$ cat config.mk
export PLATFORM = sky130hd
export DESIGN_NAME = eti_core
export DESIGN_NICKNAME = d
export VERILOG_FILES = /design/src/eti_sync.v /design/src/eti_core.v
export VERILOG_INCLUDE_DIRS = /design/src
export SDC_FILE = /design/constraint.sdc
export NUM_CORES = 1
export LEC_CHECK = 0
export ABC_CLOCK_PERIOD_IN_PS = 2200
export BUFFER_PORTS_ARGS = -buffer_cell sky130_fd_sc_hd__buf_2
export CAP_MARGIN = 25
export CORE_MARGIN = 2
export CORE_UTILIZATION = 47
export DETAILED_ROUTE_END_ITERATION = 8
export PLACE_DENSITY = 0.78
export SLEW_MARGIN = 5
export SYNTH_ARGS = -nofsm -noshare
export SYNTH_HDL_FRONTEND = slang
export SYNTH_HIERARCHICAL = 1
export SYNTH_SLANG_ARGS = --single-unit
$ cat constraint.sdc
create_clock -name ref_clk -period 2.2 [get_ports ref_clk]
set_clock_uncertainty 0.2 [all_clocks]
set_input_delay 0.44 -clock ref_clk [delete_from_list [all_inputs] [get_ports ref_clk]]
set_output_delay 0.44 -clock ref_clk [all_outputs]
set_load 0.01 [all_outputs]
$ cat src/eti_defs.vh
`ifndef ETI_DEFS_VH
`define ETI_DEFS_VH
// ----------------------------------------
// Register map (byte addresses)
// ----------------------------------------
`define ETI_ADDR_TSC 12'h008
`define ETI_ADDR_XSC 12'h00c
`define ETI_ADDR_CPU 12'h010
`define ETI_ADDR_OPT 12'h014
// ----------------------------------------
// Timer status/control fields
// ----------------------------------------
`define ETI_TSC_OVF 7
`define ETI_TSC_RTF 6
`define ETI_TSC_OVE 5
`define ETI_TSC_RTE 4
`define ETI_TSC_OVCLR 3
`define ETI_TSC_RTCLR 2
`define ETI_TSC_RESET 8'h03
// ----------------------------------------
// External status/control fields
// ----------------------------------------
`define ETI_XSC_GEN 7
`define ETI_XSC_PEND 3
`define ETI_XSC_ACK 1
// ----------------------------------------
// Option fields
// ----------------------------------------
`define ETI_OPT_LEVEL 0
`define ETI_OPT_PORTA 1
// ----------------------------------------
// Vectors and memory map
// ----------------------------------------
`define ETI_VEC_SWI 11'h7fc
`define ETI_VEC_EXT 11'h7fa
`define ETI_VEC_TMR 11'h7f8
`define ETI_RAM_LO 11'h0c0
`define ETI_RAM_HI 11'h0ff
`define ETI_ROM_LO 11'h300
`define ETI_ROM_HI 11'h7ff
// ----------------------------------------
// Sequencer states
// ----------------------------------------
`define ETI_ST_IDLE 2'h0
`define ETI_ST_STACK 2'h1
`define ETI_ST_VECT 2'h2
`define ETI_ST_UNST 2'h3
`define ETI_STACK_BYTES 3'h5
`endif

$ cat src/eti_sync.v
module eti_sync (
   input wire ref_clk,
   input wire rst_sync_n,
   input wire clk_en,
   input wire [4:0] din,
   output wire [4:0] dout
);
   reg [4:0] meta;
   reg [4:0] stable;
   // Reset to the idle pin levels so no edge appears at release
   always @(posedge ref_clk or negedge rst_sync_n) begin
      if (!rst_sync_n) begin
         meta <= 5'h01;
         stable <= 5'h01;
      end else if (clk_en) begin
         meta <= din;
         stable <= meta;
      end
   end
   assign dout = stable;
endmodule

$ cat src/eti_core.v
// Overview of operation
// - Opcode fetch outside RAM and program ROM produces a reset pulse.
// - Entering external interrupt service clears the external request latch.
// - Request latched in service is taken as soon as return clears mask.
// - Mask bit set blocks external and timer requests from service.
// - Port A option lets low four port A pins request interrupts.
// - Sensitivity option picks falling edge only or edge plus low level.
// - Port A inputs use same option with rising edge or high level.
// - Level mode keeps request latched while any source holds pin active.
// - Edge-and-level mode latches on falling edge or low level.
// - Edge mode relatches only after pin returns high then falls again.
// - Enabled port A pins act like the pin with inverted sense.
// - Port A pins enabled as one group by single enable bit.
// - Real-time flag set with its enable requests timer interrupt.
// - Overflow flag set with its enable requests timer interrupt.
// - Accepting an interrupt stacks registers, sets mask, loads vector.
// - Return restores stacked registers in reverse order of entry.
// - Request arriving while masked stays pending until mask clears.
// - Every reset sets the mask; only software clears it.
// - Timer register: overflow b7, real-time b6, enables b5 and b4.
//
// Implementation choices: the register addresses and the APB interface to the registers.
`include "eti_defs.vh"
module eti_core (
   input wire ref_clk,
   input wire rst_n,
   input wire clk_en,
   input wire psel,
   input wire penable,
   input wire pwrite,
   input wire [11:0] paddr,
   input wire [31:0] pwdata,
   output reg [31:0] prdata,
   output wire pready,
   output wire pslverr,
   input wire irq_pin_n,
   input wire [3:0] porta_low_pins,
   input wire realtime_event,
   input wire overflow_event,
   input wire software_trap,
   input wire return_from_exception,
   input wire mask_set_cmd,
   input wire mask_clear_cmd,
   input wire fetch_valid,
   input wire [10:0] fetch_addr,
   output reg illegal_reset,
   output reg int_mask,
   output reg stack_push,
   output reg stack_pop,
   output reg [2:0] stack_index,
   output reg vector_load,
   output reg [10:0] vector_addr,
   output reg in_service
);
   // ----------------------------------------
   // Reset release
   // ----------------------------------------
   reg rst_meta;
   reg rst_sync_n;
   always @(posedge ref_clk or negedge rst_n) begin
      if (!rst_n) begin
         rst_meta <= 1'b0;
         rst_sync_n <= 1'b0;
      end else begin
         rst_meta <= 1'b1;
         rst_sync_n <= rst_meta;
      end
   end

   // ----------------------------------------
   // Pin synchronisers
   // ----------------------------------------
   wire [4:0] pins_sync;
   eti_sync u_sync (
      .ref_clk(ref_clk),
      .rst_sync_n(rst_sync_n),
      .clk_en(clk_en),
      .din({porta_low_pins, irq_pin_n}),
      .dout(pins_sync)
   );

   // ----------------------------------------
   // Registers
   // ----------------------------------------
   reg [7:0] timer_status_control;
   reg porta_group_enable;
   reg [1:0] mask_option_reg;
   reg ext_latch;
   reg irq_prev;
   reg pa_prev;
   reg [1:0] state;
   reg [1:0] src;
   reg [2:0] count;
   // Arbitration result, settled before the sequencer edge
   reg [1:0] next_src;
   reg next_take;

   // Sequencer states and request sources
   localparam [1:0] ST_IDLE = `ETI_ST_IDLE;
   localparam [1:0] ST_STACK = `ETI_ST_STACK;
   localparam [1:0] ST_VECT = `ETI_ST_VECT;
   localparam [1:0] ST_UNST = `ETI_ST_UNST;
   localparam [1:0] SRC_TMR = 2'h0;
   localparam [1:0] SRC_EXT = 2'h1;
   localparam [1:0] SRC_TRAP = 2'h2;

   wire realtime_flag = timer_status_control[`ETI_TSC_RTF];
   wire overflow_flag = timer_status_control[`ETI_TSC_OVF];
   wire realtime_int_en = timer_status_control[`ETI_TSC_RTE];
   wire overflow_int_en = timer_status_control[`ETI_TSC_OVE];
   wire porta_request_option = mask_option_reg[`ETI_OPT_PORTA];
   wire level_mode = mask_option_reg[`ETI_OPT_LEVEL];


   // ----------------------------------------
   // Bus decode
   // ----------------------------------------
   // Single-word registers, so a full compare is all that is needed
   function addr_is;
      input [11:0] a;
      input [11:0] target;
      begin
         addr_is = (a == target);
      end
   endfunction

   wire hit_tsc = addr_is(paddr, `ETI_ADDR_TSC);
   wire hit_xsc = addr_is(paddr, `ETI_ADDR_XSC);
   wire hit_cpu = addr_is(paddr, `ETI_ADDR_CPU);
   wire hit_opt = addr_is(paddr, `ETI_ADDR_OPT);
   wire addr_ok = hit_tsc | hit_xsc | hit_cpu | hit_opt;

   // No wait states: every access completes in its first access cycle
   assign pready = 1'b1;
   wire acc = psel & penable & clk_en;
   wire wr = acc & pwrite;
   // Unmapped accesses error out and write nothing
   assign pslverr = psel & penable & ~addr_ok;
   wire wr_tsc = wr & hit_tsc;
   wire wr_xsc = wr & hit_xsc;
   wire wr_opt = wr & hit_opt;

   // ----------------------------------------
   // External request detection
   // ----------------------------------------
   // Port A group is gated and ORed so one rising-edge detector serves all four pins
   wire pa_gate = porta_request_option & porta_group_enable;
   wire pa_any = pa_gate & (|pins_sync[4:1]);
   wire irq_act = ~pins_sync[0];
   wire irq_fall = irq_act & irq_prev; // irq_prev holds the previous high level
   wire pa_rise = pa_any & ~pa_prev;
   // Level term keeps the latch asserted while any source holds active
   wire level_hit = level_mode & (irq_act | pa_any);
   wire ext_set = irq_fall | pa_rise | level_hit;

   wire tmr_req = (realtime_flag & realtime_int_en) |
                  (overflow_flag & overflow_int_en);
   wire ext_take = ext_latch & ~int_mask;
   wire tmr_take = tmr_req & ~int_mask;

   // ----------------------------------------
   // Request arbitration
   // ----------------------------------------
   // Trap ignores the mask; pin outranks timers when both wait
   always @* begin
      next_src = SRC_TMR;
      next_take = 1'b0;
      if (software_trap) begin
         next_src = SRC_TRAP;
         next_take = 1'b1;
      end else if (ext_take) begin
         next_src = SRC_EXT;
         next_take = 1'b1;
      end else if (tmr_take) begin
         next_src = SRC_TMR;
         next_take = 1'b1;
      end
   end

   // ----------------------------------------
   // Illegal fetch detection
   // ----------------------------------------
   function in_range;
      input [10:0] a;
      input [10:0] lo;
      input [10:0] hi;
      begin
         in_range = (a >= lo) && (a <= hi);
      end
   endfunction

   wire fetch_bad = fetch_valid &
      ~in_range(fetch_addr, `ETI_RAM_LO, `ETI_RAM_HI) &
      ~in_range(fetch_addr, `ETI_ROM_LO, `ETI_ROM_HI);

   // Own process so a bad fetch is flagged in every sequencer state
   // One pulse per bad fetch cycle; the reset controller stretches it
   always @(posedge ref_clk or negedge rst_sync_n) begin
      if (!rst_sync_n) begin
         illegal_reset <= 1'b0;
      end else if (clk_en) begin
         illegal_reset <= fetch_bad;
      end
   end

   // ----------------------------------------
   // Sequencer
   // ----------------------------------------
   always @(posedge ref_clk or negedge rst_sync_n) begin
      if (!rst_sync_n) begin
         state <= `ETI_ST_IDLE;
         src <= 2'h0;
         count <= 3'h0;
         int_mask <= 1'b1;
         stack_push <= 1'b0;
         stack_pop <= 1'b0;
         stack_index <= 3'h0;
         vector_load <= 1'b0;
         vector_addr <= 11'h000;
         in_service <= 1'b0;
      end else if (clk_en) begin
         stack_push <= 1'b0;
         stack_pop <= 1'b0;
         vector_load <= 1'b0;
         if (mask_set_cmd)
            int_mask <= 1'b1;
         else if (mask_clear_cmd && state == `ETI_ST_IDLE)
            int_mask <= 1'b0;
         case (state)
            ST_IDLE: begin
               // Return only counts while a service routine runs
               if (return_from_exception && in_service) begin
                  state <= ST_UNST;
                  count <= `ETI_STACK_BYTES;
               end else if (next_take) begin
                  // Source is frozen here so the vector matches the entry
                  src <= next_src;
                  state <= ST_STACK;
                  count <= 3'h0;
               end
            end
            `ETI_ST_STACK: begin
               stack_push <= 1'b1;
               stack_index <= count;
               if (count == `ETI_STACK_BYTES - 3'h1) begin
                  state <= `ETI_ST_VECT;
                  int_mask <= 1'b1;
               end
               count <= count + 3'h1;
            end
            `ETI_ST_VECT: begin
               vector_load <= 1'b1;
               in_service <= 1'b1;
               case (src)
                  2'h2: vector_addr <= `ETI_VEC_SWI;
                  2'h1: vector_addr <= `ETI_VEC_EXT;
                  default: vector_addr <= `ETI_VEC_TMR;
               endcase
               state <= `ETI_ST_IDLE;
            end
            `ETI_ST_UNST: begin
               stack_pop <= 1'b1;
               stack_index <= count - 3'h1;
               count <= count - 3'h1;
               if (count == 3'h1) begin
                  // Mask clears as the last byte returns, pending request follows
                  int_mask <= 1'b0;
                  in_service <= 1'b0;
                  state <= `ETI_ST_IDLE;
               end
            end
            default: state <= `ETI_ST_IDLE;
         endcase
      end
   end

   // ----------------------------------------
   // External latch and timer register
   // ----------------------------------------
   wire ext_clear = (state == `ETI_ST_VECT) && (src == 2'h1);
   always @(posedge ref_clk or negedge rst_sync_n) begin
      if (!rst_sync_n) begin
         ext_latch <= 1'b0;
         // Idle-high pin level, so release cannot look like a fall
         irq_prev <= 1'b1;
         pa_prev <= 1'b0;
         timer_status_control <= `ETI_TSC_RESET;
         porta_group_enable <= 1'b0;
         mask_option_reg <= 2'h0;
      end else if (clk_en) begin
         irq_prev <= pins_sync[0];
         pa_prev <= pa_any;
         // New activity wins over the entry clear
         if (ext_set)
            ext_latch <= 1'b1;
         else if (ext_clear || (wr_xsc && pwdata[`ETI_XSC_ACK]))
            ext_latch <= 1'b0;
         if (wr_xsc)
            porta_group_enable <= pwdata[`ETI_XSC_GEN];
         if (wr_opt)
            mask_option_reg <= pwdata[1:0];
         if (wr_tsc) begin
            timer_status_control[`ETI_TSC_OVE] <= pwdata[`ETI_TSC_OVE];
            timer_status_control[`ETI_TSC_RTE] <= pwdata[`ETI_TSC_RTE];
            timer_status_control[1:0] <= pwdata[1:0];
         end
         // Flags: hardware set beats software clear
         if (overflow_event)
            timer_status_control[`ETI_TSC_OVF] <= 1'b1;
         else if (wr_tsc && pwdata[`ETI_TSC_OVCLR])
            timer_status_control[`ETI_TSC_OVF] <= 1'b0;
         if (realtime_event)
            timer_status_control[`ETI_TSC_RTF] <= 1'b1;
         else if (wr_tsc && pwdata[`ETI_TSC_RTCLR])
            timer_status_control[`ETI_TSC_RTF] <= 1'b0;
      end
   end

   // ----------------------------------------
   // Read data
   // ----------------------------------------
   // Images mirror the bit layout software sees; unused bits read zero
   wire [31:0] tsc_image = {24'h000000, timer_status_control[7:4], 2'h0,
                            timer_status_control[1:0]};
   wire [31:0] xsc_image = {24'h000000, porta_group_enable, 3'h0, ext_latch, 3'h0};
   wire [31:0] cpu_image = {24'h000000, 3'h0, in_service, 2'h0, state};
   wire [31:0] opt_image = {30'h00000000, mask_option_reg};

   // Loaded in the setup cycle so the access cycle sees settled data
   always @(posedge ref_clk or negedge rst_sync_n) begin
      if (!rst_sync_n) begin
         prdata <= 32'h00000000;
      end else if (clk_en && psel && !penable && !pwrite) begin
         case (paddr)
            `ETI_ADDR_TSC: prdata <= tsc_image;
            `ETI_ADDR_XSC: prdata <= xsc_image;
            `ETI_ADDR_CPU: prdata <= cpu_image;
            `ETI_ADDR_OPT: prdata <= opt_image;
            default: prdata <= 32'h00000000;
         endcase
      end
   end
endmodule

Word-level counts from Yosys, hierarchy flattened

Index checks and enable logic that the tools add are counted.
W data, S select, Z words.

Eq/ne operators: 14
Bitwise operators: 32
Mux-type cells: 32
Add/sub/neg operators: 2
Reduce and logical (&&, ||, !) cells: 34
Order comparisons: 4

Operators with widths:

| operator               | count |
|---|---|
| $pmux W8 S4            | 1 |
| $eq A12 B4 Y1 const B  | 2 |
| $eq A12 B5 Y1 const B  | 2 |
| $and A1 B1 Y1          | 18 |
| $mux W1                | 18 |
| $reduce_and A2 Y1      | 8 |
| $pmux W3 S2            | 2 |
| $ge A11 B10 Y1 const B | 1 |
| $ge A11 B8 Y1 const B  | 1 |
| $le A11 B11 Y1 const B | 1 |
| $le A11 B8 Y1 const B  | 1 |
| $logic_and A1 B1 Y1    | 11 |
| $mux W2                | 5 |
| $reduce_bool A2 Y1     | 5 |
| $pmux W3 S3            | 1 |
| $pmux W2 S4            | 1 |
| $reduce_and A4 Y1      | 2 |
| $not A1 Y1             | 7 |
| $or A1 B1 Y1           | 7 |
| $eq A2 B2 Y1 const B   | 3 |
| $mux W3                | 2 |
| $reduce_and A3 Y1      | 2 |
| $eq A2 B1 Y1 const B   | 2 |
| $ne A2 B2 Y1 const B   | 2 |
| other kinds (11)       | 13 |

Bits in registers: 83
Output and inout port bits: 54
Bits of input ports: 73

Longest topological paths before layout

Gate-level depths: netlist (run 1).

Depth after elaboration: 9
Gate-level depth with buffers: 6
Gate-level depth less buffers: 6

By module

The synthesis (run 1) kept the hierarchy.

By module, submodules not included:

| module   | area an instance (µm²) | cells each | instances |
|---|---|---|---|
| eti_core | 2351.0                 | 237        | 1 |
| eti_sync | 414.1                  | 21         | 1 |

Least setup slack after synthesis (run 1)

OpenSTA, ideal clock, no wires.

Path type: input port to flip-flop
From: in paddr[9]
To: reg timer_status_control[5] (netlist: overflow_int_en)
Path buffers: 1
Data required time: 1.875 ns
Setup slack: 0.341 ns
Data arrival time: 1.534 ns
Stages on the path: 5
Path through: nor4_4 -> and4_1 -> buf_6 -> and2_4 -> mux2_4

Longest elaborated chain between the ends: 3

RTL lines:

| item                               | line           | text |
|---|---|---|
| start, declared                    | eti_core.v:31  | `input wire [11:0] paddr,` |
| $eq A12 B4 Y1                      | eti_core.v:123 | `addr_is = (a == target);` |
| $and A1 B1 Y1                      | eti_core.v:139 | `wire wr_tsc = wr & hit_tsc;` |
| $reduce_and A2 Y1 (no source line) | -              |  |
| end signal, assigned               | eti_core.v:287 | `` timer_status_control <= `ETI_TSC_RESET; `` |
| end signal, assigned by index      | eti_core.v:303 | `` timer_status_control[`ETI_TSC_OVE] <= pwdata[`ETI_TSC_OVE]; `` |
| end signal, assigned by index      | eti_core.v:304 | `` timer_status_control[`ETI_TSC_RTE] <= pwdata[`ETI_TSC_RTE]; `` |
| end, declared                      | eti_core.v:85  | `reg [7:0] timer_status_control;` |

Every way passes these cells.
A chain may end at the register's enable or synchronous reset.

Final worst setup path (run 1)

From: in paddr[9]
To: out pslverr

Longest elaborated chain between the ends: 6
Elaborated cells on any way between the ends: 9
Classes of those cells: eq/ne: 4; bitwise: 5

RTL lines:

| item                       | line           | text |
|---|---|---|
| $eq A12 B4 Y1              | eti_core.v:123 |  |
| $or A1 B1 Y1 (2 in series) | eti_core.v:131 | `wire addr_ok = hit_tsc \| hit_xsc \| hit_cpu \| hit_opt;` |
| $or A1 B1 Y1 (*)           | eti_core.v:131 |  |
| $not A1 Y1 (*)             | eti_core.v:138 | `assign pslverr = psel & penable & ~addr_ok;` |
| $and A1 B1 Y1 (*)          | eti_core.v:138 |  |
| end, declared              | eti_core.v:35  | `output wire pslverr,` |

Every way passes the cells marked *; elsewhere a longest branch is shown, timed or not.

==> results by group, run 1 <==
Setup path
  – Critical Setup Path Class: primary input to output pin
  – Cell family with most CP delay: simple AND/OR/NAND/NOR gates
  – Startpoint Class: primary input
  – Worst path cell trace: buf_2 > nor4_4 > and3_2 > a21oi_1 > buf_2
  – Crit path buf inv count: 2
  – Max stage delay cell, worst path: nor4_4
  – WP data arrival: between 1000 and 1500 ps
  – Worst Path Required: 1560 ps
  – Critical path's largest stage delay: between 300 and 400 ps
  – Most used cell, CP: buf_2
  – Crit Path Max Fanout: 4
  – R2R Setup Slk: 320 ps
  – Worst setup EP type: output pin

Final layout
  – # fillers: between 500 and 600
  – Ant diodes: 0
  – Total Nets Final: 400
  – Top reg by flops: prdata
  – Largest register FFs: 7
  – Area added between synthesis and finish: 13.5%
  – Share of layout cells above drive strength 1: about 37%

GRT
  – First-pass GRT wire length: ~9000 µm
  – Total track usage: 18.0%
  – Total grt overflow: 0
  – Vias in the first global route: 1,956
  – Largest net degree at the start of global routing: 32
  – Initial antenna violation count: 0

Detailed routing
  – Wire per inst: roughly 14 µm
  – Vias/cell: about 5.1
  – Vias: 2,032
  – WL final: 5440 µm
  – Post-route ant nets: 0
  – 1st-iter DRT viols: 80
  – DRT Pass-1 Iters: 4
  – Drc violations: 0

Timing
  – Fmax: around 500 MHz
  – Worst Max-Slew Pin Slew: around 670 ps
  – Final worst path period share: between 90% and 100%
  – Fin. Hold Viols: 0
  – Setup_tns: 0 ps
  – Max transition margin: 55.0%
  – RSZ-0062 raised after global routing: false
  – Final min period: between 2000 and 2500 ps
  – Final slew viol count: 0
  – PnR worst setup slack: between 150 and 200 ps
  – Setup-failing EPs final: 0

Run
  – Max-cap viol count: 0

Place
  – GP Congestion: approximately 0.79
  – Setup WS pre-CTS: about 200 ps
  – Final HPWL DP: around 4200 µm
  – Number of port buffers: around 70

Yosys
  – Mean Syn Cell Area: 10.7 µm²
  – Synth unique cells: between 50 and 60
  – Synthesis Warnings: 6
  – Mapped Cells: approximately 260
  – Synth Flop Type: dfrtp_1
  – Ys async rst share: 100%
  – Cell area after synthesis: about 2800 µm²
  – Sequential fraction of the synthesis area: a little under half
  – Number of flops mapped to enable cells by yosys: 0
  – #FFs+latches synth: 50

Clock network
  – Worst-Skew Late Latency: ~310 ps
  – TritonCTS clock tree: done
  – Post-CTS setup buffer count: 0
  – CTS Buf Count: 5
  – Clock root buffer: clkbuf_8
  – CTS Buffer Depth: 2
  – Htree depth: 2
  – Clock slew at reported path FFs: 100 ps
  – Clk sinks: 50

Power
  – Max VDD drop: 0.548 mV
  – Leakage Power: 1.57 nW
  – PwrDens: ~900 nW/µm²

Outcome
  – Outcome: complete, no violations

Die
  – Num ports: between 100 and 150
  – Core area: between 5000 and 6000 µm²
  – Die Wd: a little over 80 µm
  – Initial core utilization: a little under 50%
  – FP Rows: 27
  – Die height: slightly above 80 µm
  – Die Area: around 6500 µm²

Worst hold path
  – HP Class: flip-flop to async pin
[cells by family (layout without fill, tap and decap cells)]
kind of cell    count (synthesis)  after routing  synth area share, %
mux                            27             27                 12.7
flops                          50             50                 45.5
simple gates                   76             76                 15.2
fa+ha+maj                       5              5                 2.26
xor+xnor                        2              2                0.634
compound gates                 44             44                 10.8
other cells                     2             28                0.272
buf+inv                        52             91                 12.7
[cell usage after synthesis (all sizes together), types with 2 or more instances]
| cell type | number | area (µm²) |
|---|---|---|
| clkbuf | 4 | 15.0 |
| dfrtp | 44 | 1100 |
| dfstp | 6 | 158 |
| ha | 5 | 62.6 |
| a31oi | 2 | 12.5 |
| a21o | 2 | 15.0 |
| nand4 | 2 | 12.5 |
| a22o | 5 | 43.8 |
| o21ai | 11 | 55.1 |
| nand3b | 2 | 15.0 |
| mux2 | 23 | 312 |
| buf | 41 | 309 |
| o32ai | 2 | 17.5 |
| a22oi | 3 | 22.5 |
| inv | 7 | 26.3 |
| o31ai | 3 | 22.5 |
| nor2b | 2 | 12.5 |
| nor3b | 3 | 27.5 |
| nand3 | 11 | 55.1 |
| nor3 | 4 | 25.0 |
| mux2i | 4 | 40.0 |
| and2 | 2 | 15.0 |
| nor4 | 3 | 33.8 |
| and4 | 2 | 20.0 |
| o22ai | 2 | 12.5 |
| nor2 | 5 | 18.8 |
| conb | 2 | 7.51 |
| a21oi | 9 | 45.0 |
| nand2 | 31 | 116 |
| nand2b | 3 | 18.8 |
[power breakdown]
group	internal (mW)	total, mW	switching [mW]
Clock	0.340	0.629	0.289
Combinational	0.424	0.905	0.481
Sequential	1.11	1.28	0.169
[metal layers]
metal,GRT usage [%],vias to the layer above,part of all wire (%),wire (µm)
met2,29.6,78,48,2630
li1,-,967,-,-
met5,0,-,0,0
met4,7.29,0,1.9,104
met3,3.71,9,6.0,325
met1,23.3,978,44,2380
[worst reg2reg max path: cells and delay by family, from the launching register on]
kind	cells	cell delay, ps
DFF	1	400
AOI/OAI and AO/OA	2	380
and+or+nand+nor	1	400
muxes	1	370
[placed cells by master, fill, tap and decap left out, types with 2 or more instances in the layout]
| master | netlist | layout |
|---|---|---|
| a21oi_1 | 9 | 9 |
| o32ai_1 | 2 | 2 |
| a21o_1 | 2 | 2 |
| nand4_1 | 2 | 2 |
| dfstp_2 | 6 | 6 |
| inv_1 | 5 | 5 |
| inv_2 | 2 | 2 |
| o31ai_1 | 3 | 3 |
| mux2_4 | 14 | 14 |
| dfrtp_1 | 44 | 43 |
| ha_1 | 5 | 5 |
| nand3b_1 | 2 | 2 |
| mux2_2 | 6 | 6 |
| clkbuf_1 | 4 | 2 |
| o22ai_1 | 2 | 2 |
| o21ai_0 | 10 | 10 |
| nor2b_1 | 2 | 2 |
| mux2i_1 | 4 | 4 |
| buf_4 | 34 | 7 |
| nor3b_1 | 2 | 2 |
| mux2_1 | 3 | 3 |
| a31oi_1 | 2 | 2 |
| a22o_1 | 5 | 5 |
| buf_2 | 4 | 68 |
| nand2_1 | 31 | 31 |
| nand3_1 | 11 | 11 |
| nor4_1 | 2 | 2 |
| nor3_1 | 3 | 3 |
| conb_1 | 2 | 28 |
| nor2_1 | 5 | 5 |
| clkbuf_8 | 0 | 5 |
| a22oi_1 | 3 | 3 |
| nand2b_1 | 3 | 3 |
[through the flow]
stage / total power, mW / cells / utilization [%] / instance area, µm² / hold WS [ps]
2_1_floorplan: 1.96 / 284 / - / 2860 / -55.6
3_3_place_gp: 2.17 / 386 / 53.9 / 3020 / 26.3
3_5_place_dp: 2.21 / 386 / 53.9 / 3020 / 27.8
4_1_cts: 2.85 / 395 / 56.0 / 3140 / 136
5_1_grt: 3.03 / 395 / 56.0 / 3140 / 154
6_report: 2.82 / 395 / 56.0 / 3140 / 110
[path summary, 6_finish.rpt]
path	to	depth (start not counted)	from
setup / recovery	pslverr	5	paddr[9]
hold / removal	prdata[1]	0	rst_sync_n
setup reg to reg	src[0]	4	realtime_int_en
hold reg to reg	prdata[1]	0	rst_sync_n
max in group asynchronous	u_sync/meta[3]	1	rst_sync_n
min in group ref_clk	u_sync/meta[2]	2	porta_low_pins[1]
[layout make-up]
| type | count | area [µm²] | share of cell area (%) |
|---|---|---|---|
| Clock buffer | 7 | 76.3 | 2.43 |
| Clock inverter | 1 | 30.0 | 0.957 |
| Inverter | 7 | 26.3 | 0.837 |
| Multi-Input combinational cell | 182 | 1250 | 39.9 |
| Sequential cell | 50 | 1260 | 40.1 |
| Tap cell | 72 | 90.1 | 2.87 |
| Timing Repair Buffer | 76 | 403 | 12.8 |
[what timing repair did]
item / CTS / global route
endpoints found under the setup margin: 0 / 0
hold buffers: 1 / 0
resized for setup: 0 / 0
hold endpoints to repair: 2 / 0
(Power assumes the default switching activity.)
==> inputs of run 2 (changes only) <==
Settings changed: ABC_CLOCK_PERIOD_IN_PS 2200 to 2500, CORE_ASPECT_RATIO from default to 1.4, CORE_UTILIZATION 47 to 51, CTS_CLUSTER_DIAMETER from default to 50, PLACE_DENSITY 0.78 to 0.84.
Clock period 2.2 ns to 2.5 ns, I/O delays scaled along.
==> run 2 against run 1 <==
Compared with the run above: final area up 0.76%; critical path depth did not move; sequential share of layout area fell by 0.30 points; die area fell by 7.3%; largest cell class unchanged; largest power group unchanged; highest routed layer unchanged.
==> results by group, run 2 (synthesized netlist as in run 1, its figures left out) <==
Clock network
  – Worst-Skew Late Latency: 300 ps (about the same)
  – TritonCTS clock tree: done
  – Post-CTS Resized: 0 (unchanged)
  – Clock root buffer: clkbuf_8
  – Htree depth: 2 (unchanged)
  – Clock slew at reported path FFs: 90 ps (about the same)
  – CTS Buffer Depth: 2 (unchanged)
  – CTS Buf Count: 5 (unchanged)
  – Clk sinks: 50 (unchanged)

Power
  – Combinational power share: 29.7% (-2.4 points)
  – Switching share of power: 32.3% (-1.1 points)
  – PwrDens: 823 nW/µm² (-8.3%)
  – Clk pwr share: 26.3% (+3.9 points)
  – Sw Pwr: 0.840 mW (-11%)
  – Leakage Power: 1.58 nW (+0.89%)
  – Pint: 1.76 mW (-6.1%)
  – Register share of total power: 44.0% (-1.5 points)
  – Pwr Total: 2.60 mW (-7.6%)
  – Max VDD drop: 0.661 mV (+21%)

Setup path
  – Max stage delay cell, worst path: nor4_4
  – WP data arrival: 1420 ps (+50 ps)
  – Worst setup EP type: output pin
  – Worst path cell trace: buf_2 > nor4_4 > and3_2 > a21oi_1 > buf_2
  – Critical Setup Path Class: primary input to output pin
  – Worst Path Required: 1800 ps (+240 ps)
  – Startpoint Class: primary input
  – Cell family with most CP delay: simple AND/OR/NAND/NOR gates
  – Most used cell, CP: buf_2
  – Crit path buf inv count: 2 (unchanged)
  – Critical path's largest stage delay: 320 ps (-20 ps)
  – Crit Path Max Fanout: 4 (unchanged)

Detailed routing
  – DRT Pass-1 Iters: 4 (unchanged)
  – 1st-iter DRT viols: 98 (+23%)
  – Vias/cell: 5.30 (+3.0%)
  – Drc violations: 0 (unchanged)
  – Wire per inst: 14.1 µm (+2.5%)
  – Vias: 2,056 (+1.2%)
  – Post-route ant nets: 0 (unchanged)
  – WL final: 5480 µm (+0.68%)

Outcome
  – Outcome: complete, no violations

Timing
  – Setup-failing EPs final: 0 (unchanged)
  – Worst Max-Slew Pin Slew: 523 ps (-152 ps)
  – Setup_tns: 0 ps (unchanged)
  – Fmax: around 470 MHz
  – Final slew viol count: 0 (unchanged)
  – Final worst path period share: between 80% and 90%
  – Hold WS: 145 ps (+35.3 ps)
  – RSZ-0062 raised after global routing: false
  – Final min period: ~2100 ps
  – Fin. Hold Viols: 0 (unchanged)
  – Max transition margin: 65.2% (+10 points)

GRT
  – Total grt overflow: 0 (unchanged)
  – First-pass GRT wire length: 9090 µm (+1.2%)
  – Largest net degree at the start of global routing: 43 (+34%)
  – Initial antenna violation count: 0 (unchanged)
  – Vias in the first global route: 2,027 (+3.6%)
  – Total track usage: 19.4% (+1.3 points)

Die
  – Core area: 5200 µm² (-7.3%)
  – Die Area: 6040 µm² (-7.3%)
  – Die height: 91.1 µm (+13%)
  – Initial core utilization: 53.2% (+3.9 points)
  – Die Wd: 66.2 µm (-18%)
  – FP Rows: 31 (+15%)
  – Num ports: 127 (unchanged)

Final layout
  – Largest register FFs: 7 (unchanged)
  – Area added between synthesis and finish: 14.4%
  – Ant diodes: 0 (unchanged)
  – Top reg by flops: prdata
  – Share of layout cells above drive strength 1: 37.0% (+0.11 points)
  – Final Core Density: 60.9% (+4.9 points)
  – Total Nets Final: 399 (-0.25%)
  – Commonest non-fill, non-tap cell in the layout: buf_2
  – Most frequent cells in the layout: 68 x buf_2, 43 x dfrtp_1, 31 x nand2_1, 28 x conb_1, 14 x mux2_4

Place
  – Number of port buffers: 68 (unchanged)
  – GP Congestion: 0.811 (+2.6%)
  – Final HPWL DP: 4120 µm (-1.1%)

Worst hold path
  – HP Class: flip-flop to async pin

Run
  – Max-cap viol count: 0 (unchanged)
==> run 2: changes by cell type in the layout (fill, tap and decap cells not counted), sizes merged <==
cell	delta
bufinv	+1
clkbuf	-1
dlygate4sd3	+1
buf	-2
==> run 2: layer usage <==
| metal | GRT usage (%) | vias to the layer above | wire length, µm |
|---|---|---|---|
| met4 | 6.63 | 0 | 82 |
| met2 | 34.3 | 93 | 2860 |
| li1 | - | 970 | - |
| met3 | 4.09 | 7 | 376 |
| met1 | 22.6 | 986 | 2160 |
| met5 | 0 | - | 0 |
==> run 2: metrics by stage <==
| stage | setup WS (ps) | cells | cell area, µm² |
|---|---|---|---|
| after global placement | 397 | 378 | 3000 |
| after detailed placement | 380 | 378 | 3000 |
| after global routing | 324 | 388 | 3160 |
| after CTS | 375 | 388 | 3160 |
| final | 384 | 388 | 3160 |
| after floorplan | 581 | 284 | 2860 |
==> run 2: cell type report <==
cell class              instances  area [µm²]
clock inverters                 2        60.1
inverters                       7        26.3
flip-flops and latches         50        1260
multi-input cells             182        1250
clock buffers                   6        82.6
well taps                      66        82.6
fillers                       453        2030
repair buffers                 75         398
==> run 2: timing repair <==
action                    4_1_cts  5_1_grt
hold endpoints to repair        8        0
hold buffers                    2        0
buffers inserted                0        0
==> run 2: worst paths after layout <==
kind	start	to	slack, ps	cells past startpoint
min in group ref_clk	rst_meta	rst_sync_n	160	0
worst max-delay path	paddr[9]	pslverr	380	5
max in group asynchronous	rst_sync_n	count[0]	1430	1
worst max register to register	realtime_int_en	src[0]	550	4
worst min register to register	rst_sync_n	realtime_flag	140	1
worst min-delay path	rst_sync_n	realtime_flag	140	1
==> run 2: power groups by stage <==
stage	Combinational, mW	Clock (mW)	Sequential (mW)
after floorplan	0.599	0	1.12
after global placement	0.737	0	1.15
after detailed placement	0.765	0	1.16
after CTS	0.779	0.698	1.14
after global routing	0.864	0.734	1.18
final	0.772	0.684	1.15
==> inputs of run 3 (changes only) <==
Settings changed: ABC_CLOCK_PERIOD_IN_PS 2500 to 1900, CORE_UTILIZATION 51 to 42, PLACE_DENSITY 0.84 to 0.74.
Clock period 2.5 ns to 1.9 ns, I/O delays scaled along.
==> run 3 against run 2 <==
Compared with the run above: combinational power up 49%; die area is 20% higher; sequential cell count stayed put.
==> results by group, run 3 (synthesized netlist as in run 1, its figures left out) <==
Die
  – Die height: 100 µm (+9.7%)
  – FP Rows: 35 (+13%)
  – Die Area: 7260 µm² (+20%)
  – Initial core utilization: 42.7% (-11 points)
  – Num ports: 127 (unchanged)
  – Core area: 6480 µm² (+25%)
  – Die Wd: 72.6 µm (+9.6%)

GRT
  – Initial antenna violation count: 0 (unchanged)
  – Vias in the first global route: 2,059 (+1.6%)
  – Met1 Use GR: 19.5% (-3.2 points)
  – Largest net degree at the start of global routing: 28 (-35%)
  – Total track usage: 16.4% (-3.0 points)
  – GR peak layer: met2
  – First-pass GRT wire length: 9400 µm (+3.5%)
  – Total grt overflow: 0 (unchanged)
  – M2 GR Usage: 29.3% (-4.9 points)
  – Met3 Use GR: 3.21% (-0.88 points)

Clock network
  – Clock root buffer: clkbuf_8
  – Clock slew at reported path FFs: 90 ps (about the same)
  – Clk sinks: 50 (unchanged)
  – Htree depth: 2 (unchanged)
  – CTS Buffer Depth: 2 (unchanged)
  – CTS Buf Count: 5 (unchanged)
  – Post-CTS setup buffer count: 0 (unchanged)
  – Worst-Skew Late Latency: 310 ps (about the same)
  – TritonCTS clock tree: done

Detailed routing
  – Wire per inst: 13.7 µm (-3.1%)
  – Drc violations: 0 (unchanged)
  – DRT Pass-1 Iters: 4 (unchanged)
  – Vias: 2,078 (+1.1%)
  – WL final: 5610 µm (+2.4%)
  – Vias/cell: 5.07 (-4.4%)
  – 1st-iter DRT viols: 125 (+28%)
  – Post-route ant nets: 0 (unchanged)

Timing
  – RSZ-0062 raised after global routing: false
  – Final min period: roughly 1900 ps
  – Final worst path period share: about 98%
  – Final slew viol count: 0 (unchanged)
  – PnR worst setup slack: 42.1 ps (-341 ps)
  – Setup-failing EPs final: 0 (unchanged)
  – Hold WS: 34.2 ps (-111 ps)
  – Worst Max-Slew Pin Slew: 510 ps (-12.3 ps)
  – Fin. Hold Viols: 0 (unchanged)
  – Fmax: around 540 MHz
  – Max transition margin: 65.7% (+0.51 points)

Final layout
  – Commonest non-fill, non-tap cell in the layout: buf_2
  – Area added between synthesis and finish: 17.6%
  – Total Nets Final: 413 (+3.5%)
  – Register area: 1260 µm² (unchanged)
  – Largest register FFs: 7 (unchanged)
  – Top reg by flops: prdata
  – # fillers: 626 (+38%)
  – Ant diodes: 0 (unchanged)
  – Share of layout cells above drive strength 1: 39.9% (+2.9 points)
  – Area occupied by multi-input gates: 1260 µm² (+0.30%)
  – Most frequent cells in the layout: 68 x buf_2, 43 x dfrtp_1, 31 x nand2_1, 28 x conb_1, 20 x buf_4

Setup path
  – Critical Setup Path Class: primary input to output pin
  – Startpoint Class: primary input
  – Crit Path Max Fanout: 4 (unchanged)
  – WP data arrival: 1280 ps (-140 ps)
  – Worst Path Required: 1320 ps (-480 ps)
  – Worst setup EP type: output pin

Power
  – PwrDens: 1030 nW/µm² (+25%)
  – Leakage Power: 1.63 nW (+2.8%)
  – Clk pwr share: 22.6% (-3.7 points)
  – Register share of total power: 43.0% (-1.0 points)
  – Combinational power share: 34.4% (+4.7 points)
  – Pwr Total: 3.35 mW (+29%)
  – Sw Pwr: 1.13 mW (+34%)
  – Max VDD drop: 0.637 mV (-3.7%)
  – Pint: 2.22 mW (+26%)
  – Switching share of power: 33.6% (+1.3 points)

Outcome
  – Outcome: complete, no violations

Place
  – GP Congestion: 0.839 (+3.5%)
  – Number of port buffers: 68 (unchanged)
  – Setup WS pre-CTS: -16.8 ps (-396 ps)
  – Final HPWL DP: 4380 µm (+6.2%)

Run
  – Max-cap viol count: 0 (unchanged)

Worst hold path
  – HP Class: flip-flop to async pin
run 3: cell count changes in the layout (fill, tap and decap cells not counted):
cell and change:
dlygate4sd3_1 -1, and3_4 +1, clkbuf_8 -1, clkinvlp_4 +2, and3_2 -1, bufinv_16 -1, buf_4 +15
run 3: worst max-delay path, stage by stage:
cell and delay, ps:
buf_2 110, nor4_4 330, and3_4 250, a21oi_1 60, buf_2 130
run 3: repair_timing:
item,CTS,global route
endpoints found under the setup margin,0,1
resized for setup,0,1
hold buffers,1,0
hold endpoints to repair,2,0
run 3: per-stage QoR:
stage	std cells	instance area, µm²	util [%]	TNS (ps)
after floorplan	284	2860	-	0
after global placement	401	3120	48.2	-2.01
after detailed placement	401	3120	48.2	-33.0
after CTS	410	3250	50.1	0
after global routing	410	3250	50.2	0
final	410	3250	50.2	0
run 3: worst paths after layout:
| kind | start | endpoint | slack [ps] | cells after the start |
|---|---|---|---|---|
| min in group ref_clk | pwdata[5] | overflow_int_en | 110 | 2 |
| worst max register to register | realtime_int_en | src[0] | 190 | 4 |
| max in group asynchronous | rst_sync_n | int_mask | 1130 | 1 |
| worst min register to register | rst_sync_n | pa_prev | 30 | 1 |
| worst max-delay path | paddr[9] | pslverr | 40 | 5 |
| worst min-delay path | rst_sync_n | pa_prev | 30 | 1 |
run 3: area by class of cell:
type,count,share of cell area (%)
Clock buffer,5,2.12
Clock inverter,3,1.39
Inverter,7,0.808
Multi-Input combinational cell,182,38.7
Sequential cell,50,38.8
Tap cell,74,2.85
Timing Repair Buffer,89,15.4
run 3: layer usage:
metal	routed length, µm	up-vias	part of all wire [%]
met5	0	-	0
met4	76	0	1.4
met3	335	5	6.0
met2	2900	89	52
met1	2300	986	41
li1	-	998	-
run 3: power by group through the flow:
stage          Sequential, mW  Clock [mW]  Combinational (mW)
2_1_floorplan            1.48           0               0.788
3_3_place_gp             1.45           0                1.13
3_5_place_dp             1.46           0                1.16
4_1_cts                  1.45       0.775                1.17
5_1_grt                  1.48       0.829                1.29
6_report                 1.44       0.757                1.15
